`config.mk`:
```
export PLATFORM = sky130hd
export DESIGN_NAME = pcg_clock_control
export DESIGN_NICKNAME = d
export VERILOG_FILES = /design/src/verilog/pcg_pkg.sv /design/src/verilog/pcg_clock_control.sv
export SDC_FILE = /design/constraint.sdc
export NUM_CORES = 1
export LEC_CHECK = 0
export ABC_AREA = 1
export BUFFER_PORTS_ARGS = -buffer_cell sky130_fd_sc_hd__buf_2
export CAP_MARGIN = 20
export CORE_ASPECT_RATIO = 0.75
export CORE_MARGIN = 10
export CORE_UTILIZATION = 40
export CTS_BUF_LIST = sky130_fd_sc_hd__clkbuf_4 sky130_fd_sc_hd__clkbuf_8 sky130_fd_sc_hd__clkbuf_16
export DETAILED_ROUTE_END_ITERATION = 6
export PLACE_DENSITY = 0.82
export SLEW_MARGIN = 30
export SYNTH_ARGS = -nofsm -noshare
export SYNTH_HDL_FRONTEND = slang
export SYNTH_SLANG_ARGS = --single-unit
```
`constraint.sdc`:
```
create_clock -name ref_clk -period 1.94 [get_ports ref_clk]
set_clock_uncertainty 0.15 [all_clocks]
set_input_delay 0.388 -clock ref_clk [delete_from_list [all_inputs] [get_ports ref_clk]]
set_output_delay 0.388 -clock ref_clk [all_outputs]
set_load 0.1 [all_outputs]
```
`src/verilog/pcg_pkg.sv`:
```
// Constants for the peripheral clock gate and clock output block
package pcg_pkg;
   // Register indices; byte address is four times the index
   localparam int IDX_W = 6;
   localparam logic [IDX_W-1:0] IDX_CLOCK_OUTPUT_SELECT = 6'h0a;
   localparam logic [IDX_W-1:0] IDX_PERIPHERAL_CLOCK_RATE = 6'h0b;
   localparam logic [IDX_W-1:0] IDX_PERIPHERAL_CLOCK_ENABLE_LOW = 6'h0c;
   localparam int ADDR_LSB = 2;
   localparam int REG_W = 16;
   localparam int BUS_W = 32;

   // Clock output select fields
   localparam int PA3_SEL_BIT = 9;
   localparam int PA2_SEL_BIT = 8;
   localparam int PA1_SEL_BIT = 7;
   localparam int PA0_SEL_BIT = 6;
   localparam int PA_SEL_LSB = 6;
   localparam int PA_BITS = 4;
   localparam int CLK_DIS_BIT = 5;
   localparam int SRC_MSB = 4;
   localparam int SRC_W = 5;
   localparam logic [SRC_W-1:0] SRC_SYSTEM = 5'h00;
   localparam logic [SRC_W-1:0] SRC_PERIPH = 5'h01;
   localparam logic [SRC_W-1:0] SRC_SYSTEM_3X = 5'h02;

   // Clock rate fields
   localparam int TIMER_RATE_BIT = 14;
   localparam int PWM_RATE_BIT = 13;
   localparam int TWO_WIRE_RATE_BIT = 12;

   // Clock enable fields
   localparam int EN_CMP_B = 15;
   localparam int EN_CMP_A = 14;
   localparam int EN_CONVERTER_OUT1_CLOCK_ENABLE = 13;
   localparam int EN_CONVERTER_OUT0_CLOCK_ENABLE = 12;
   localparam int EN_ADC = 10;
   localparam int EN_TWO_WIRE = 6;
   localparam int EN_SERIAL = 4;
   localparam int EN_SPI = 2;
   localparam int EN_PWM = 0;

   // Writable masks and reset values
   localparam logic [REG_W-1:0] CLKSEL_MASK = 16'h03ff;
   localparam logic [REG_W-1:0] RATE_MASK = 16'h7000;
   localparam logic [REG_W-1:0] ENABLE_MASK = 16'hf455;
   localparam logic [REG_W-1:0] CLKSEL_RST = 16'h0020;
   localparam logic [REG_W-1:0] RATE_RST = 16'h0000;
   localparam logic [REG_W-1:0] ENABLE_RST = 16'h0000;

   // AHB-Lite codes
   localparam logic [1:0] HTRANS_NONSEQ = 2'h2;
   localparam logic [1:0] HTRANS_SEQ = 2'h3;
   localparam logic HRESP_OKAY = 1'h0;
endpackage
```
`src/verilog/pcg_clock_control.sv`:
```
// Peripheral clock gating, clock rate select and test clock output
`timescale 1ns/10ps
module pcg_clock_control (
   // Clock and reset
   input wire logic ref_clk,
   input wire logic rst,
   // AHB-Lite slave
   input wire logic hsel,
   input wire logic [pcg_pkg::BUS_W-1:0] haddr,
   input wire logic [1:0] htrans,
   input wire logic hwrite,
   input wire logic [2:0] hsize,
   input wire logic [pcg_pkg::BUS_W-1:0] hwdata,
   input wire logic hready,
   output logic [pcg_pkg::BUS_W-1:0] hrdata,
   output logic hreadyout,
   output logic hresp,
   // Clock sources
   input wire logic sysClock,
   input wire logic periphClock,
   input wire logic sysClock2x,
   input wire logic sysClock3x,
   input wire logic relaxOscClock,
   input wire logic pllActive,
   // Port A peripheral outputs
   input wire logic [pcg_pkg::PA_BITS-1:0] pwmOut,
   output logic [pcg_pkg::PA_BITS-1:0] portAPeriphOut,
   // Port B bit 4 clock output pin
   input wire logic portBPinSelectClockOut,
   output logic clockOutPin,
   output logic clockOutPinEnable,
   // Peripheral clock rates
   output logic timerFastClock,
   output logic pulseWidthFastClock,
   output logic twoWireFastClock,
   // Peripheral clock gating
   input wire logic stopMode,
   input wire logic [pcg_pkg::REG_W-1:0] stopKeepClock,
   output logic [pcg_pkg::REG_W-1:0] periphClockRun,
   output logic [pcg_pkg::REG_W-1:0] periphStopped,
   // Peripheral bus access gating
   input wire logic [pcg_pkg::REG_W-1:0] periphAccessReq,
   output logic [pcg_pkg::REG_W-1:0] periphAccessGrant
);
   import pcg_pkg::*;

   ////////////////////////////////////////////////////////////////////
   // Elaboration checks

   if (REG_W > BUS_W) begin : g_reg_width
      $error("Register wider than the data bus");
   end
   if (ADDR_LSB + IDX_W > BUS_W) begin : g_index_width
      $error("Register index outside the address");
   end
   if (SRC_MSB + 1 != SRC_W || CLK_DIS_BIT != SRC_W) begin : g_src_field
      $error("Clock output source field misplaced");
   end
   if (PA_SEL_LSB != CLK_DIS_BIT + 1 || PA3_SEL_BIT != PA_SEL_LSB + PA_BITS - 1) begin : g_pa
      $error("Port A select field misplaced");
   end
   if (EN_CMP_B >= REG_W || TIMER_RATE_BIT >= REG_W) begin : g_bit_range
      $error("Control bit beyond the register width");
   end

   ////////////////////////////////////////////////////////////////////
   // Registers and bus state

   logic [REG_W-1:0] clockOutputSelect;
   logic [REG_W-1:0] peripheralClockRate;
   logic [REG_W-1:0] peripheralClockEnableLow;
   logic wrPending;
   logic [IDX_W-1:0] wrIndex;
   logic addrPhase;
   logic [REG_W-1:0] next_rdata;
   logic [SRC_W-1:0] clockOutSource;
   logic clockOutMux;

   function automatic logic [REG_W-1:0] readReg(input logic [IDX_W-1:0] idx,
         input logic [REG_W-1:0] sel, input logic [REG_W-1:0] rate,
         input logic [REG_W-1:0] en);
      logic [REG_W-1:0] val;
      val = '0;
      unique case (idx)
         IDX_CLOCK_OUTPUT_SELECT: val = sel & CLKSEL_MASK;
         IDX_PERIPHERAL_CLOCK_RATE: val = rate & RATE_MASK;
         IDX_PERIPHERAL_CLOCK_ENABLE_LOW: val = en & ENABLE_MASK;
         default: val = '0;
      endcase
      return val;
   endfunction

   function automatic logic [IDX_W-1:0] regIndex(input logic [BUS_W-1:0] addr);
      return addr[ADDR_LSB+IDX_W-1:ADDR_LSB];
   endfunction

   function automatic logic [REG_W-1:0] gateClocks(input logic [REG_W-1:0] en,
         input logic stop, input logic [REG_W-1:0] keep);
      return en & ({REG_W{!stop}} | keep);
   endfunction

   ////////////////////////////////////////////////////////////////////
   // AHB-Lite slave

   assign addrPhase = hsel && hready && (htrans == HTRANS_NONSEQ || htrans == HTRANS_SEQ);
   assign hreadyout = 1'b1;
   assign hresp = HRESP_OKAY;

   always_ff @(posedge ref_clk) begin
      if (rst) begin
         wrPending <= 1'b0;
         wrIndex <= '0;
      end else begin
         wrPending <= addrPhase && hwrite;
         wrIndex <= regIndex(haddr);
      end
   end

   always_comb begin
      next_rdata = readReg(regIndex(haddr), clockOutputSelect,
         peripheralClockRate, peripheralClockEnableLow);
   end

   always_ff @(posedge ref_clk) begin
      if (rst) begin
         hrdata <= '0;
      end else if (addrPhase && !hwrite) begin
         hrdata <= {{(BUS_W-REG_W){1'b0}}, next_rdata};
      end
   end

   ////////////////////////////////////////////////////////////////////
   // Register writes

   always_ff @(posedge ref_clk) begin
      if (rst) begin
         clockOutputSelect <= CLKSEL_RST;
      end else if (wrPending && wrIndex == IDX_CLOCK_OUTPUT_SELECT) begin
         clockOutputSelect <= hwdata[REG_W-1:0] & CLKSEL_MASK;
      end
   end

   always_ff @(posedge ref_clk) begin
      if (rst) begin
         peripheralClockRate <= RATE_RST;
      end else if (wrPending && wrIndex == IDX_PERIPHERAL_CLOCK_RATE) begin
         peripheralClockRate <= hwdata[REG_W-1:0] & RATE_MASK;
      end
   end

   always_ff @(posedge ref_clk) begin
      if (rst) begin
         peripheralClockEnableLow <= ENABLE_RST;
      end else if (wrPending && wrIndex == IDX_PERIPHERAL_CLOCK_ENABLE_LOW) begin
         peripheralClockEnableLow <= hwdata[REG_W-1:0] & ENABLE_MASK;
      end
   end

   ////////////////////////////////////////////////////////////////////
   // Port A peripheral output routing

   always_comb begin
      portAPeriphOut[3] = clockOutputSelect[PA3_SEL_BIT] ? relaxOscClock : pwmOut[3];
      portAPeriphOut[2] = clockOutputSelect[PA2_SEL_BIT] ? sysClock : pwmOut[2];
      portAPeriphOut[1] = clockOutputSelect[PA1_SEL_BIT] ? sysClock2x : pwmOut[1];
      portAPeriphOut[0] = clockOutputSelect[PA0_SEL_BIT] ? sysClock3x : pwmOut[0];
   end

   ////////////////////////////////////////////////////////////////////
   // Test clock output; plain mux, glitches on switching are accepted

   assign clockOutSource = clockOutputSelect[SRC_MSB:0];

   always_comb begin
      unique case (clockOutSource)
         SRC_SYSTEM: clockOutMux = sysClock;
         SRC_PERIPH: clockOutMux = periphClock;
         SRC_SYSTEM_3X: clockOutMux = sysClock3x && pllActive;
         default: clockOutMux = 1'b0;
      endcase
   end

   assign clockOutPinEnable = portBPinSelectClockOut && !clockOutputSelect[CLK_DIS_BIT];
   assign clockOutPin = clockOutPinEnable ? clockOutMux : 1'b0;

   ////////////////////////////////////////////////////////////////////
   // Peripheral clock rates

   always_ff @(posedge ref_clk) begin
      if (rst) begin
         timerFastClock <= 1'b0;
         pulseWidthFastClock <= 1'b0;
         twoWireFastClock <= 1'b0;
      end else begin
         timerFastClock <= peripheralClockRate[TIMER_RATE_BIT] && pllActive;
         pulseWidthFastClock <= peripheralClockRate[PWM_RATE_BIT] && pllActive;
         twoWireFastClock <= peripheralClockRate[TWO_WIRE_RATE_BIT] && pllActive;
      end
   end

   ////////////////////////////////////////////////////////////////////
   // Peripheral clock gating

   always_ff @(posedge ref_clk) begin
      if (rst) begin
         periphClockRun <= '0;
         periphStopped <= ENABLE_MASK;
      end else begin
         periphClockRun <= gateClocks(peripheralClockEnableLow, stopMode, stopKeepClock);
         periphStopped <= ENABLE_MASK & ~gateClocks(peripheralClockEnableLow, stopMode,
            stopKeepClock);
      end
   end

   assign periphAccessGrant = periphAccessReq & periphClockRun;

   ////////////////////////////////////////////////////////////////////
   // Assertions

   a_reset_select: assert property (
      @(posedge ref_clk) rst |=>
         clockOutputSelect == CLKSEL_RST && peripheralClockRate == RATE_RST
         && peripheralClockEnableLow == ENABLE_RST)
      else $error("Registers not at reset values after reset");

   a_porta_default: assert property (
      @(posedge ref_clk) disable iff (rst) $past(rst) |-> portAPeriphOut == pwmOut)
      else $error("Port A not on pulse-width outputs after reset");

   a_porta_relax: assert property (
      @(posedge ref_clk) disable iff (rst)
         clockOutputSelect[PA3_SEL_BIT] |-> portAPeriphOut[3] == relaxOscClock)
      else $error("Port A bit 3 not on relaxation clock");

   a_porta_sys: assert property (
      @(posedge ref_clk) disable iff (rst)
         !clockOutputSelect[PA2_SEL_BIT] |-> portAPeriphOut[2] == pwmOut[2])
      else $error("Port A bit 2 not on pulse-width output");

   a_porta_double: assert property (
      @(posedge ref_clk) disable iff (rst)
         clockOutputSelect[PA1_SEL_BIT] |-> portAPeriphOut[1] == sysClock2x)
      else $error("Port A bit 1 not on doubled clock");

   a_porta_triple: assert property (
      @(posedge ref_clk) disable iff (rst)
         clockOutputSelect[PA0_SEL_BIT] |-> portAPeriphOut[0] == sysClock3x)
      else $error("Port A bit 0 not on tripled clock");

   a_clkout_off: assert property (
      @(posedge ref_clk) disable iff (rst)
         clockOutputSelect[CLK_DIS_BIT] |-> !clockOutPinEnable && !clockOutPin)
      else $error("Clock output active while disabled");

   a_clkout_source: assert property (
      @(posedge ref_clk) disable iff (rst)
         clockOutPinEnable && clockOutSource == SRC_PERIPH |-> clockOutPin == periphClock)
      else $error("Clock output not on peripheral clock");

   a_clkout_pinsel: assert property (
      @(posedge ref_clk) disable iff (rst) !portBPinSelectClockOut |-> !clockOutPinEnable)
      else $error("Clock output driven without pin select");

   a_rate_pll: assert property (
      @(posedge ref_clk) disable iff (rst) !pllActive |=> !timerFastClock
         && !pulseWidthFastClock && !twoWireFastClock)
      else $error("Tripled rate chosen without PLL");

   a_rate_timer: assert property (
      @(posedge ref_clk) disable iff (rst)
         peripheralClockRate[TIMER_RATE_BIT] && pllActive |=> timerFastClock)
      else $error("Timer fast rate not applied");

   a_enable_write: assert property (
      @(posedge ref_clk) disable iff (rst)
         addrPhase && hwrite && haddr[ADDR_LSB+IDX_W-1:ADDR_LSB] ==
         IDX_PERIPHERAL_CLOCK_ENABLE_LOW ##1 1'b1 |=> ##1
         periphClockRun == (($past(hwdata[REG_W-1:0], 2) & ENABLE_MASK)
         & ({REG_W{!$past(stopMode)}} | $past(stopKeepClock))))
      else $error("Enable write did not reach clock gates");

   a_stop_gate: assert property (
      @(posedge ref_clk) disable iff (rst)
         stopMode |=> (periphClockRun & ~$past(stopKeepClock)) == '0)
      else $error("Clock runs in Stop without stop-keep");

   a_stopped_held: assert property (
      @(posedge ref_clk) disable iff (rst)
         (periphStopped & periphClockRun) == '0 && (periphStopped | periphClockRun)
         == ENABLE_MASK)
      else $error("Stopped flag disagrees with clock run");

   a_access_block: assert property (
      @(posedge ref_clk) disable iff (rst) (periphAccessGrant & ~periphClockRun) == '0)
      else $error("Access granted to gated peripheral");

   a_reserved_zero: assert property (
      @(posedge ref_clk) disable iff (rst) $past(addrPhase && !hwrite) && !$past(rst)
         |-> hrdata[BUS_W-1:REG_W] == '0)
      else $error("Reserved read bits not zero");

   a_porta_sysclk: assert property (
      @(posedge ref_clk) disable iff (rst)
         clockOutputSelect[PA2_SEL_BIT] |-> portAPeriphOut[2] == sysClock)
      else $error("Port A bit 2 not on system clock");

   a_clkout_system: assert property (
      @(posedge ref_clk) disable iff (rst)
         clockOutPinEnable && clockOutSource == SRC_SYSTEM |-> clockOutPin == sysClock)
      else $error("Clock output not on system clock");

   a_clkout_triple: assert property (
      @(posedge ref_clk) disable iff (rst) clockOutPinEnable
         && clockOutSource == SRC_SYSTEM_3X |-> clockOutPin == (sysClock3x && pllActive))
      else $error("Clock output not on tripled clock");

   a_clkout_reserved: assert property (
      @(posedge ref_clk) disable iff (rst) clockOutSource > SRC_SYSTEM_3X |-> !clockOutPin)
      else $error("Reserved source code drives the clock output");

   a_rate_pwm: assert property (
      @(posedge ref_clk) disable iff (rst)
         peripheralClockRate[PWM_RATE_BIT] && pllActive |=> pulseWidthFastClock)
      else $error("Pulse-width fast rate not applied");

   a_rate_twowire: assert property (
      @(posedge ref_clk) disable iff (rst)
         peripheralClockRate[TWO_WIRE_RATE_BIT] && pllActive |=> twoWireFastClock)
      else $error("Two-wire fast rate not applied");

   a_rate_slow: assert property (
      @(posedge ref_clk) disable iff (rst)
         !peripheralClockRate[TIMER_RATE_BIT] |=> !timerFastClock)
      else $error("Timer fast rate without its rate bit");

   a_stop_keep: assert property (
      @(posedge ref_clk) disable iff (rst) stopMode && stopKeepClock[EN_PWM]
         && peripheralClockEnableLow[EN_PWM] |=> periphClockRun[EN_PWM])
      else $error("Stop-keep clock not kept running");

   a_run_enabled: assert property (
      @(posedge ref_clk) disable iff (rst)
         (periphClockRun & ~$past(peripheralClockEnableLow)) == '0)
      else $error("Clock runs without its enable bit");

   c_stop_keep: cover property (
      @(posedge ref_clk) disable iff (rst) stopMode ##1 (periphClockRun != '0));
   c_clkout_on: cover property (
      @(posedge ref_clk) disable iff (rst) clockOutPinEnable);
   c_timer_fast: cover property (
      @(posedge ref_clk) disable iff (rst) timerFastClock);
   c_porta_clock: cover property (
      @(posedge ref_clk) disable iff (rst) clockOutputSelect[PA3_SEL_BIT:PA_SEL_LSB] != '0);
   c_clkout_reserved: cover property (
      @(posedge ref_clk) disable iff (rst) clockOutPinEnable && clockOutSource > SRC_SYSTEM_3X);

endmodule // pcg_clock_control

```
* Word level (Yosys, flattened, before mapping) *
Cells that the tools add are included.

storage, ports and cells
  bits in registers = 80
  output and inout port bits = 91
  logic and storage cells = 50

cells by class
  eq/ne operators = 10
  multiplexer cells = 7
  bitwise operators = 4
  reductions and logical operators = 17

operators with widths
  operator                                              number
  one-hot mux 16 bit (3 select lines)                   1
  equality test 6 x 4 -> 1 bit (second input constant)  6
  bitwise AND 16 bit                                    2
  NOT 16 bit                                            1
  OR 16 bit                                             1
  logical AND 1 bit                                     12
  equality test 5 x 1 -> 1 bit (second input constant)  1
  equality test 5 x 2 -> 1 bit (second input constant)  1
  logical NOT 5 bit                                     1
  two-way mux 1 bit                                     5
  equality test 2 bit (second input constant)           2
  logical NOT 1 bit                                     3
  one-hot mux 1 bit (3 select lines)                    1
  logical OR 1 bit                                      1

* Depth between registers and ports, before layout *
Gate-level depths: netlist of run 1.

  word-level depth = 4
  mapped depth = 7

* Worst setup path before layout of run 1 *
OpenSTA, ideal clock, no wires.

  path kind = input to output
  start = input portBPinSelectClockOut
  end = output clockOutPin
  arrival = 4769 ps
  setup slack = -3367 ps
  cell stages on the path = 4
  path buffers = 0
  cell sequence = inv_1 > nor2_1 > nand4_1 > nor4_1

between the ends
  cells in the longest elaborated chain, start to end = 2

RTL lines
  what                   RTL line                  RTL
  from (decl)            pcg_clock_control.sv:29   input wire logic portBPinSelectClockOut,
  logical AND 1 bit      pcg_clock_control.sv:183  assign clockOutPinEnable = portBPinSelectClockOut && !clockOutputSelect[CLK_DIS_BIT];
  net clockOutPinEnable  pcg_clock_control.sv:31   output logic clockOutPinEnable,
  two-way mux 1 bit      pcg_clock_control.sv:184  assign clockOutPin = clockOutPinEnable ? clockOutMux : 1'b0;
  to (decl)              pcg_clock_control.sv:30   output logic clockOutPin,

The timed path passes the listed nets, and every way through them passes these cells.

* Worst setup path in the final report of run 1 *
  start = register clockOutputSelect[1]
  end = output clockOutPin

between the ends
  cells in the longest elaborated chain, start to end = 3
  elaborated cells on any way between the ends = 5

RTL lines
  what                                                  RTL line                  RTL
  from (decl)                                           pcg_clock_control.sv:69   logic [REG_W-1:0] clockOutputSelect;
  from (signal assigned)                                pcg_clock_control.sv:139  clockOutputSelect <= hwdata[REG_W-1:0] & CLKSEL_MASK;
  equality test 5 x 2 -> 1 bit (tied with other cells)  pcg_clock_control.sv:175  unique case (clockOutSource)
  one-hot mux 1 bit (3 select lines) *                  pcg_clock_control.sv:175
  two-way mux 1 bit *                                   pcg_clock_control.sv:184

Every way passes the cells marked *; elsewhere a longest branch is shown, timed or not.

==> results of run 1 <==
-- worst paths after layout --
kind	from	endpoint	slack [ps]	cells past startpoint
worst max register to register	wrPending	clockOutputSelect[1]	480	5
worst max-delay path	clockOutputSelect[1]	clockOutPin	30	4
worst min-delay path	stopKeepClock[15]	periphStopped[15]	100	2
worst min register to register	peripheralClockRate[14]	timerFastClock	300	2
-- repair_timing --
item / CTS / global route
gates resized for setup: 5 / 1
hold endpoints to repair: 0 / 0
hold buffers: 0 / 0
endpoints found under the setup margin: 1 / 1
pin swaps: 2 / 0
setup buffers: 1 / 0
-- cell type report --
type / count / share of cell area [%]
tap: 98 / 3.290
clock buffer: 9 / 3.323
timing repair buffer: 113 / 16.38
inverter: 46 / 5.102
sequential: 65 / 35.28
multi-input combinational: 247 / 33.27
clock inverter: 7 / 3.357
-- kinds of logic after synthesis --
group / Yosys count / share of synthesized area (%)
buffers and inverters: 96 / 18.65
and+or+nand+nor: 153 / 25.18
other: 2 / 0.2579
AOI/OAI and AO/OA: 54 / 11.22
DFF: 65 / 44.69
-- sequential cells by signal, indices dropped and copies added (netlist names), 3 cells and up --
signal,flops
clockOutputSelect,10
periphClockRun,9
peripheralClockRate,3
peripheralClockEnableLow,9
hrdata,15
wrIndex,6
periphStopped,9
-- layer usage --
| layer | part of all wire (%) | global-route usage (%) | up-vias |
|---|---|---|---|
| met4 | 1.2 | 3.550 | 0 |
| met5 | 0 | 0 | - |
| li1 | - | - | 1311 |
| met2 | 46 | 25.42 | 103 |
| met1 | 42 | 15.98 | 1138 |
| met3 | 11 | 9.069 | 12 |
-- layout by cell type, fill, tap and decap left out, types with 5 or more instances in the layout --
cell type	n
buf_2	105
nand2_1	62
dfxtp_1	54
nor2_1	48
conb_1	40
inv_1	37
o21ai_1	18
a21oi_2	17
nand3_1	13
o21ai_0	12
dfxtp_2	11
nand4_1	9
clkbuf_8	9
inv_2	7
a21oi_1	7
nand3_2	6
buf_4	6
nor2_4	5
-- power groups by stage --
stage	Sequential (mW)	Combinational [mW]	Clock [mW]
2_1_floorplan	1.38	0.504	0
3_3_place_gp	1.38	0.526	0
3_5_place_dp	1.38	0.530	0
4_1_cts	1.35	0.532	1.45
5_1_grt	1.35	0.561	1.52
6_report	1.35	0.536	1.43
-- synthesized netlist by cell type (2+ instances only) --
cell type and n:
a21oi_1 9, a21oi_2 15, buf_2 4, buf_4 41, clkbuf_1 3, conb_1 2
dfxtp_1 65, inv_1 40, inv_2 5, nand2_1 62, nand2_2 2, nand3_1 13
nand3_2 6, nand4_1 9, nor2_1 49, nor2_2 3, nor2_4 4, o21ai_0 12
o21ai_1 18
-- through the flow --
step                      instance area (µm²)  util (%)  std cells
after floorplan                          3100         -        408
after global placement                   3461     49.95        568
after detailed placement                 3461     49.95        568
after CTS                                3727     53.79        585
after global routing                     3727     53.79        585
final                                    3727     53.79        585
==> flow_summary.ini, run 1 <==
[status]
run_status = finished clean

[setup_path]
worst_path_largest_cell_delay_ps = 340
worst-endpoint-required_ps = 1400
cp_slowest_cell = dfxtp_2
timing.critical_path.arrival_ps = 1370
cp-end-kind = output port
worstPathMaxFanout = 3
crit_chain = inv_2, a21oi_2, nor4_4, buf_12
crit_type = flop to output port
timing.critical_path.buf_inv = 2
cp-start-kind = flop
critPathTopFamily = flip-flops

[clocking]
clk_path_buf_depth = 2
clock_sink_count = 65
htree_num_levels = 3
cts-buffers-inserted = 9
cts_tree = yes
clock_pin_slew_worst_setup_and_hold_paths_ps = 70
clock_insertion_delay_worst_skew_ps = 350
clockRootBuffer = clkbuf_8

[power_and_ir_drop]
power_mw = 3.315
power_switching_mw = 1.038
peakVddDrop_uv = 443.7
power.share.combinational_pct = 16.2
power.internal_mw = 2.276
clock_power_share_pct = 43.2
power_leakage_nw = 1.800
power_density_mw_per_mm2 = 889.2
seq_power_share_pct = 40.6
sw_frac_of_total_pct = 31.33

[timing]
worst_hold_slack_ps = 97.09
post-route-period-util_pct = 98.60
fin_ws_ps = 27.09
setup-tns-final_ps = 0
slew_viol_final = 0
finalHoldViolations = 0
setup_repair_after_global_routing_missed_its_margin = yes
max_freq_ghz = 0.5228
final.min_clock_period_ps = 1913
setup_viol_count_final = 0

[cells_and_area]
drive_above_1_share_pct = 38.19
num_antenna_cells = 0
register_area_mm2 = 0.001315
areaGrowthSynthToFinish_pct = 28.02
fillCellCount = 680
finish.net_count = 600
multi_input_area_mm2 = 0.001240

[logic_synthesis]
seq_area_frac_synth_pct = 44.69
synth.largest_area_cell = dfxtp_1
syn-instance-count = 370
netlist-cell-type-count = 27
syn_area_mm2 = 0.002912
netlist_top_cells_area = dfxtp_1 45%, buf_4 11%, nand2_1 8.0%
syn_avg_cell_area_um2 = 7.869
seq_cells_post_synth = 65
synth_async_sr_flop_share_pct = 0
yosys_warnings = 0
netlist.area_leader.share_pct = 44.69
synth_ff_type = dfxtp_1
synth_edf_count = 0

[global_routing]
grt_pass1_vias = 2681
pin_count_of_the_biggest_net_entering_global_routing = 26
global_route_congestion_overflow_total = 0
grtUsageTotal_pct = 15.09
wire_length_of_the_first_global_routing_pass_mm = 13.56
initial_antenna_violation_count = 0

[place]
hpwl_after_dpl_mm = 6.806
port_buffers = 107
place_worst_setup_slack_ps = -12.69
gp_routability_congestion = 0.8381

[routing]
antenna_violating_nets_post_route = 0
routed_wire_length_per_instance_um = 14.20
detailedRoute.firstPassIterationCount = 4
post_drt_via_cell_ratio = 4.383
drt_wl_total_mm = 8.308
first_iter_violations = 124
remaining_drc_errors = 0
dr_total_vias = 2564

[floorplan]
dieHeight_um = 93.89
placementRows = 26
design.core.area_mm2 = 0.006929
floorplan.initialDensity_pct = 42.02
design.portCount = 209
die_x_um = 118.5
fp.dieArea_mm2 = 0.01113

[flow_run]
drv_cap = 0

[min_path]
hp-class = primary input to flop
Note: power is estimated with default switching activity, not from simulation.
==> run 2: changes to the inputs <==
- CORE_ASPECT_RATIO: 0.75 -> unset
==> flow_summary.ini, run 2 (synthesized netlist as in run 1, its figures left out) <==
[routing]
first_iter_violations = 116
dr_total_vias = 2530
post_drt_via_cell_ratio = 4.325
antenna_violating_nets_post_route = 0
remaining_drc_errors = 0
routed_wire_length_per_instance_um = 13.16
drt_wl_total_mm = 7.697
detailedRoute.firstPassIterationCount = 4

[setup_path]
timing.critical_path.buf_inv = 2
reg2reg_depth = 5
timing.reg2reg.setup_slack_ps = 510
critical_path.reg2reg.endpoint = clockOutputSelect[0]
cp-end-kind = output port
worst_path_largest_cell_delay_ps = 340
crit_chain = inv_2, a21oi_1, nor4_4, buf_12
critPathTopFamily = flip-flops
timing.critical_path.arrival_ps = 1380
worstPathMaxFanout = 3
cp-start-kind = flop
crit_type = flop to output port
cp_slowest_cell = dfxtp_2
worst-endpoint-required_ps = 1400
r2r_start = wrIndex[1]

[cells_and_area]
register_area_mm2 = 0.001315
areaGrowthSynthToFinish_pct = 26.51
num_antenna_cells = 0
fillCellCount = 681
largest_register_ff_count = 15
finish.net_count = 599
multi_input_area_mm2 = 0.001236
drive_above_1_share_pct = 38.07
regMostFlops = hrdata
largest_registers = hrdata: 15 flops, clockOutputSelect: 10 flops
post_layout_nonfiller_instances = 585
layout_commonest_cell = buf_2
most_used_cells_in_the_layout_excluding_fill_and_tap_cells = 105 x buf_2, 62 x nand2_1, 54 x dfxtp_1

[timing]
fin_ws_ps = 22.48
max_slew_margin_pct = 65.96
slew_viol_final = 0
setup_viol_count_final = 0
worst_slew_pin_slew_ps = 514.1
max_freq_ghz = 0.5215
setup_repair_after_global_routing_missed_its_margin = yes
finalHoldViolations = 0
post-route-period-util_pct = 98.84
final.min_clock_period_ps = 1918

[status]
run_status = finished clean

[clocking]
postCtsHoldBufs = 0
clockRootBuffer = clkbuf_8
clk_path_buf_depth = 2
htree_num_levels = 3
clock_insertion_delay_worst_skew_ps = 340
cts_tree = yes
cts-buffers-inserted = 9
clock_sink_count = 65
clock_pin_slew_worst_setup_and_hold_paths_ps = 70

[floorplan]
floorplan.initialDensity_pct = 40.58
design.core.area_mm2 = 0.007176
die_x_um = 105.3
dieHeight_um = 105.3
placementRows = 31
fp.dieArea_mm2 = 0.01109
design.portCount = 209

[global_routing]
grt_pass1_vias = 2522
wire_length_of_the_first_global_routing_pass_mm = 12.33
pin_count_of_the_biggest_net_entering_global_routing = 26
global_route_congestion_overflow_total = 0
grtUsageTotal_pct = 13.67
initial_antenna_violation_count = 0

[flow_run]
drv_cap = 0

[place]
gp_routability_congestion = 0.8274
place_worst_setup_slack_ps = -7.609
hpwl_after_dpl_mm = 6.384
placed_cells_incl_taps = 568
port_buffers = 107

[power_and_ir_drop]
power_density_mw_per_mm2 = 836.9
peakVddDrop_uv = 282.4
power_leakage_nw = 1.784

[min_path]
worstHoldStart = stopKeepClock[10]
hp-class = primary input to flop
whs_endpoint = periphStopped[10]
whs_path_depth = 2
## run 2: layer usage
metal | global-route usage [%] | wire (µm)
met1 | 13.87 | 2948
met2 | 22.67 | 3761
met3 | 8.283 | 881
met4 | 5.000 | 105
met5 | 0 | 0
## run 2: cell type report
cell class | count | area share [%]
well taps | 99 | 3.363
repair buffers | 112 | 16.37
clock buffers | 14 | 4.891
clock inverters | 2 | 0.9511
multi-input cells | 247 | 33.56
inverters | 46 | 5.163
flip-flops and latches | 65 | 35.70
## run 2: worst max-delay path by stage
stage / startpoint / endpoint / cells after the start
3_5_place_dp: portBPinSelectClockOut / clockOutPin / 6
4_1_cts: clockOutputSelect[1] / clockOutPin / 4
2_1_floorplan: portBPinSelectClockOut / clockOutPin / 4
5_1_grt: clockOutputSelect[5] / clockOutPin / 4
6_report: clockOutputSelect[1] / clockOutPin / 4
3_3_place_gp: portBPinSelectClockOut / clockOutPin / 6
## run 2: timing repair
item	4_1_cts	5_1_grt
setup buffers	1	0
endpoints found under the setup margin	1	1
resized for setup	4	2
hold endpoints to repair	0	0
pin swaps	2	0
## run 2: through the flow
step                cell area [µm²]  power (mW)  hold WS [ps]  utilization, %  TNS (ps)
CTS                            3684       3.100         105.5           51.33         0
global placement               3455       1.900         289.4           48.14         0
floorplan                      3100       1.882         270.1               -    -892.3
detailed placement             3455       1.906         291.4           48.14    -7.609
global route                   3684       3.191         123.8           51.33    -54.60
finish                         3684       3.083         122.2           51.33         0
## run 2: report_power, final
part | total, mW | internal (mW) | leakage [nW] | switching, mW
clock network | 1.20 | 0.726 | 0.114 | 0.475
logic | 0.533 | 0.0655 | 1.14 | 0.468
registers | 1.35 | 1.34 | 0.530 | 0.00591
==> run 3: changes to the inputs <==
- SETUP_SLACK_MARGIN: unset -> 0.1
==> flow_summary.ini, run 3 (synthesized netlist as in run 1, its figures left out) <==
[status]
run_status = finished clean

[cells_and_area]
most_used_cells_in_the_layout_excluding_fill_and_tap_cells = 101 x buf_2, 62 x nand2_1, 54 x dfxtp_1
areaGrowthSynthToFinish_pct = 27.93
finish.net_count = 601
layout_commonest_cell = buf_2
drive_above_1_share_pct = 39.92
largest_registers = hrdata: 15 flops, clockOutputSelect: 10 flops
regMostFlops = hrdata
largest_register_ff_count = 15
finish.utilization_pct = 51.91

[timing]
final.min_clock_period_ps = 1884
finalHoldViolations = 0
max_freq_ghz = 0.5308
setup_repair_after_global_routing_missed_its_margin = yes
worst_hold_slack_ps = 118.6
worst_slew_pin_slew_ps = 513.9
post-route-period-util_pct = 97.11
setup_viol_count_final = 0
max_slew_margin_pct = 65.97
slew_viol_final = 0
fin_ws_ps = 56.08

[routing]
first_iter_violations = 135
routed_wire_length_per_instance_um = 13.36
detailedRoute.firstPassIterationCount = 4
remaining_drc_errors = 0
dr_total_vias = 2584
post_drt_via_cell_ratio = 4.410
drt_wl_total_mm = 7.827
antenna_violating_nets_post_route = 0

[clocking]
postCtsHoldBufs = 0
clock_sink_count = 65
clock_pin_slew_worst_setup_and_hold_paths_ps = 60
clockRootBuffer = clkbuf_8
htree_num_levels = 3
cts_tree = yes
cts-buffers-inserted = 9
clock_insertion_delay_worst_skew_ps = 340
clk_path_buf_depth = 2

[place]
hpwl_after_dpl_mm = 6.545
gp_routability_congestion = 0.8409
port_buffers = 107
place_worst_setup_slack_ps = -4.486

[setup_path]
crit_type = flop to output port
timing.critical_path.arrival_ps = 1350
cp-end-kind = output port
worst-endpoint-required_ps = 1400
worstPathMaxFanout = 3
cp-start-kind = flop

[flow_run]
drv_cap = 0

[floorplan]
fp.dieArea_mm2 = 0.01109
placementRows = 31
design.portCount = 209
design.core.area_mm2 = 0.007176
dieHeight_um = 105.3
die_x_um = 105.3
floorplan.initialDensity_pct = 40.58

[global_routing]
pin_count_of_the_biggest_net_entering_global_routing = 26
global_route_congestion_overflow_total = 0
wire_length_of_the_first_global_routing_pass_mm = 13.06
grtUsageTotal_pct = 14.27
grt_pass1_vias = 2709
initial_antenna_violation_count = 4

[power_and_ir_drop]
power_switching_mw = 0.9270
power_density_mw_per_mm2 = 779.0
peakVddDrop_uv = 321.1
power.internal_mw = 1.975
power_leakage_nw = 1.686
sw_frac_of_total_pct = 31.95
power.share.combinational_pct = 18.5
clock_power_share_pct = 35.0
seq_power_share_pct = 46.5

[min_path]
hp-class = primary input to flop
run 3: power groups by stage:
stage	clock (mW)	combinational (mW)	sequential (mW)
6_report	1.02	0.538	1.35
5_1_grt	1.10	0.561	1.35
4_1_cts	1.04	0.533	1.35
3_5_place_dp	0	0.529	1.38
3_3_place_gp	0	0.524	1.38
2_1_floorplan	0	0.504	1.38
run 3: layer usage:
metal	wire length [µm]	global-route usage, %	part of all wire, %
met2	3791	23.56	48
met4	139	6.471	1.8
met3	931	7.247	12
met1	2938	14.93	38
met5	27	0	0.34
run 3: critical path, stage by stage, from the launching register on:
cell and delay (ps):
dfxtp_2 350, inv_4 80, a21oi_4 40, nor4_4 320, buf_12 210
run 3: final timing paths:
path,endpoint,from,cells past startpoint,slack [ps]
setup reg to reg,clockOutputSelect[0],wrPending,5,490
hold / removal,periphStopped[10],stopKeepClock[10],2,120
hold reg to reg,twoWireFastClock,peripheralClockRate[12],2,310
setup / recovery,clockOutPin,clockOutputSelect[1],4,60
run 3: cell type report:
class	instances	area, µm²
flip-flops and latches	65	1315
inverters	46	226.5
fillers	666	3451
multi-input cells	247	1255
diodes	1	2.502
well taps	99	123.9
repair buffers	114	628.1
clock buffers	14	173.9
run 3: repair_timing:
| item | in CTS | in global routing |
|---|---|---|
| pin swaps | 2 | 0 |
| buffers inserted | 2 | 0 |
| gates resized for setup | 11 | 2 |
| endpoints found under the setup margin | 3 | 3 |
run 3: per-stage QoR:
| step | setup TNS (ps) | instances | power [mW] | cell area [µm²] |
|---|---|---|---|---|
| after floorplan | -892.3 | 408 | 1.882 | 3134 |
| after global placement | -1.153 | 569 | 1.901 | 3496 |
| after detailed placement | -4.486 | 569 | 1.906 | 3496 |
| after CTS | 0 | 585 | 2.922 | 3717 |
| after global routing | 0 | 586 | 3.006 | 3725 |
| final | 0 | 586 | 2.902 | 3725 |
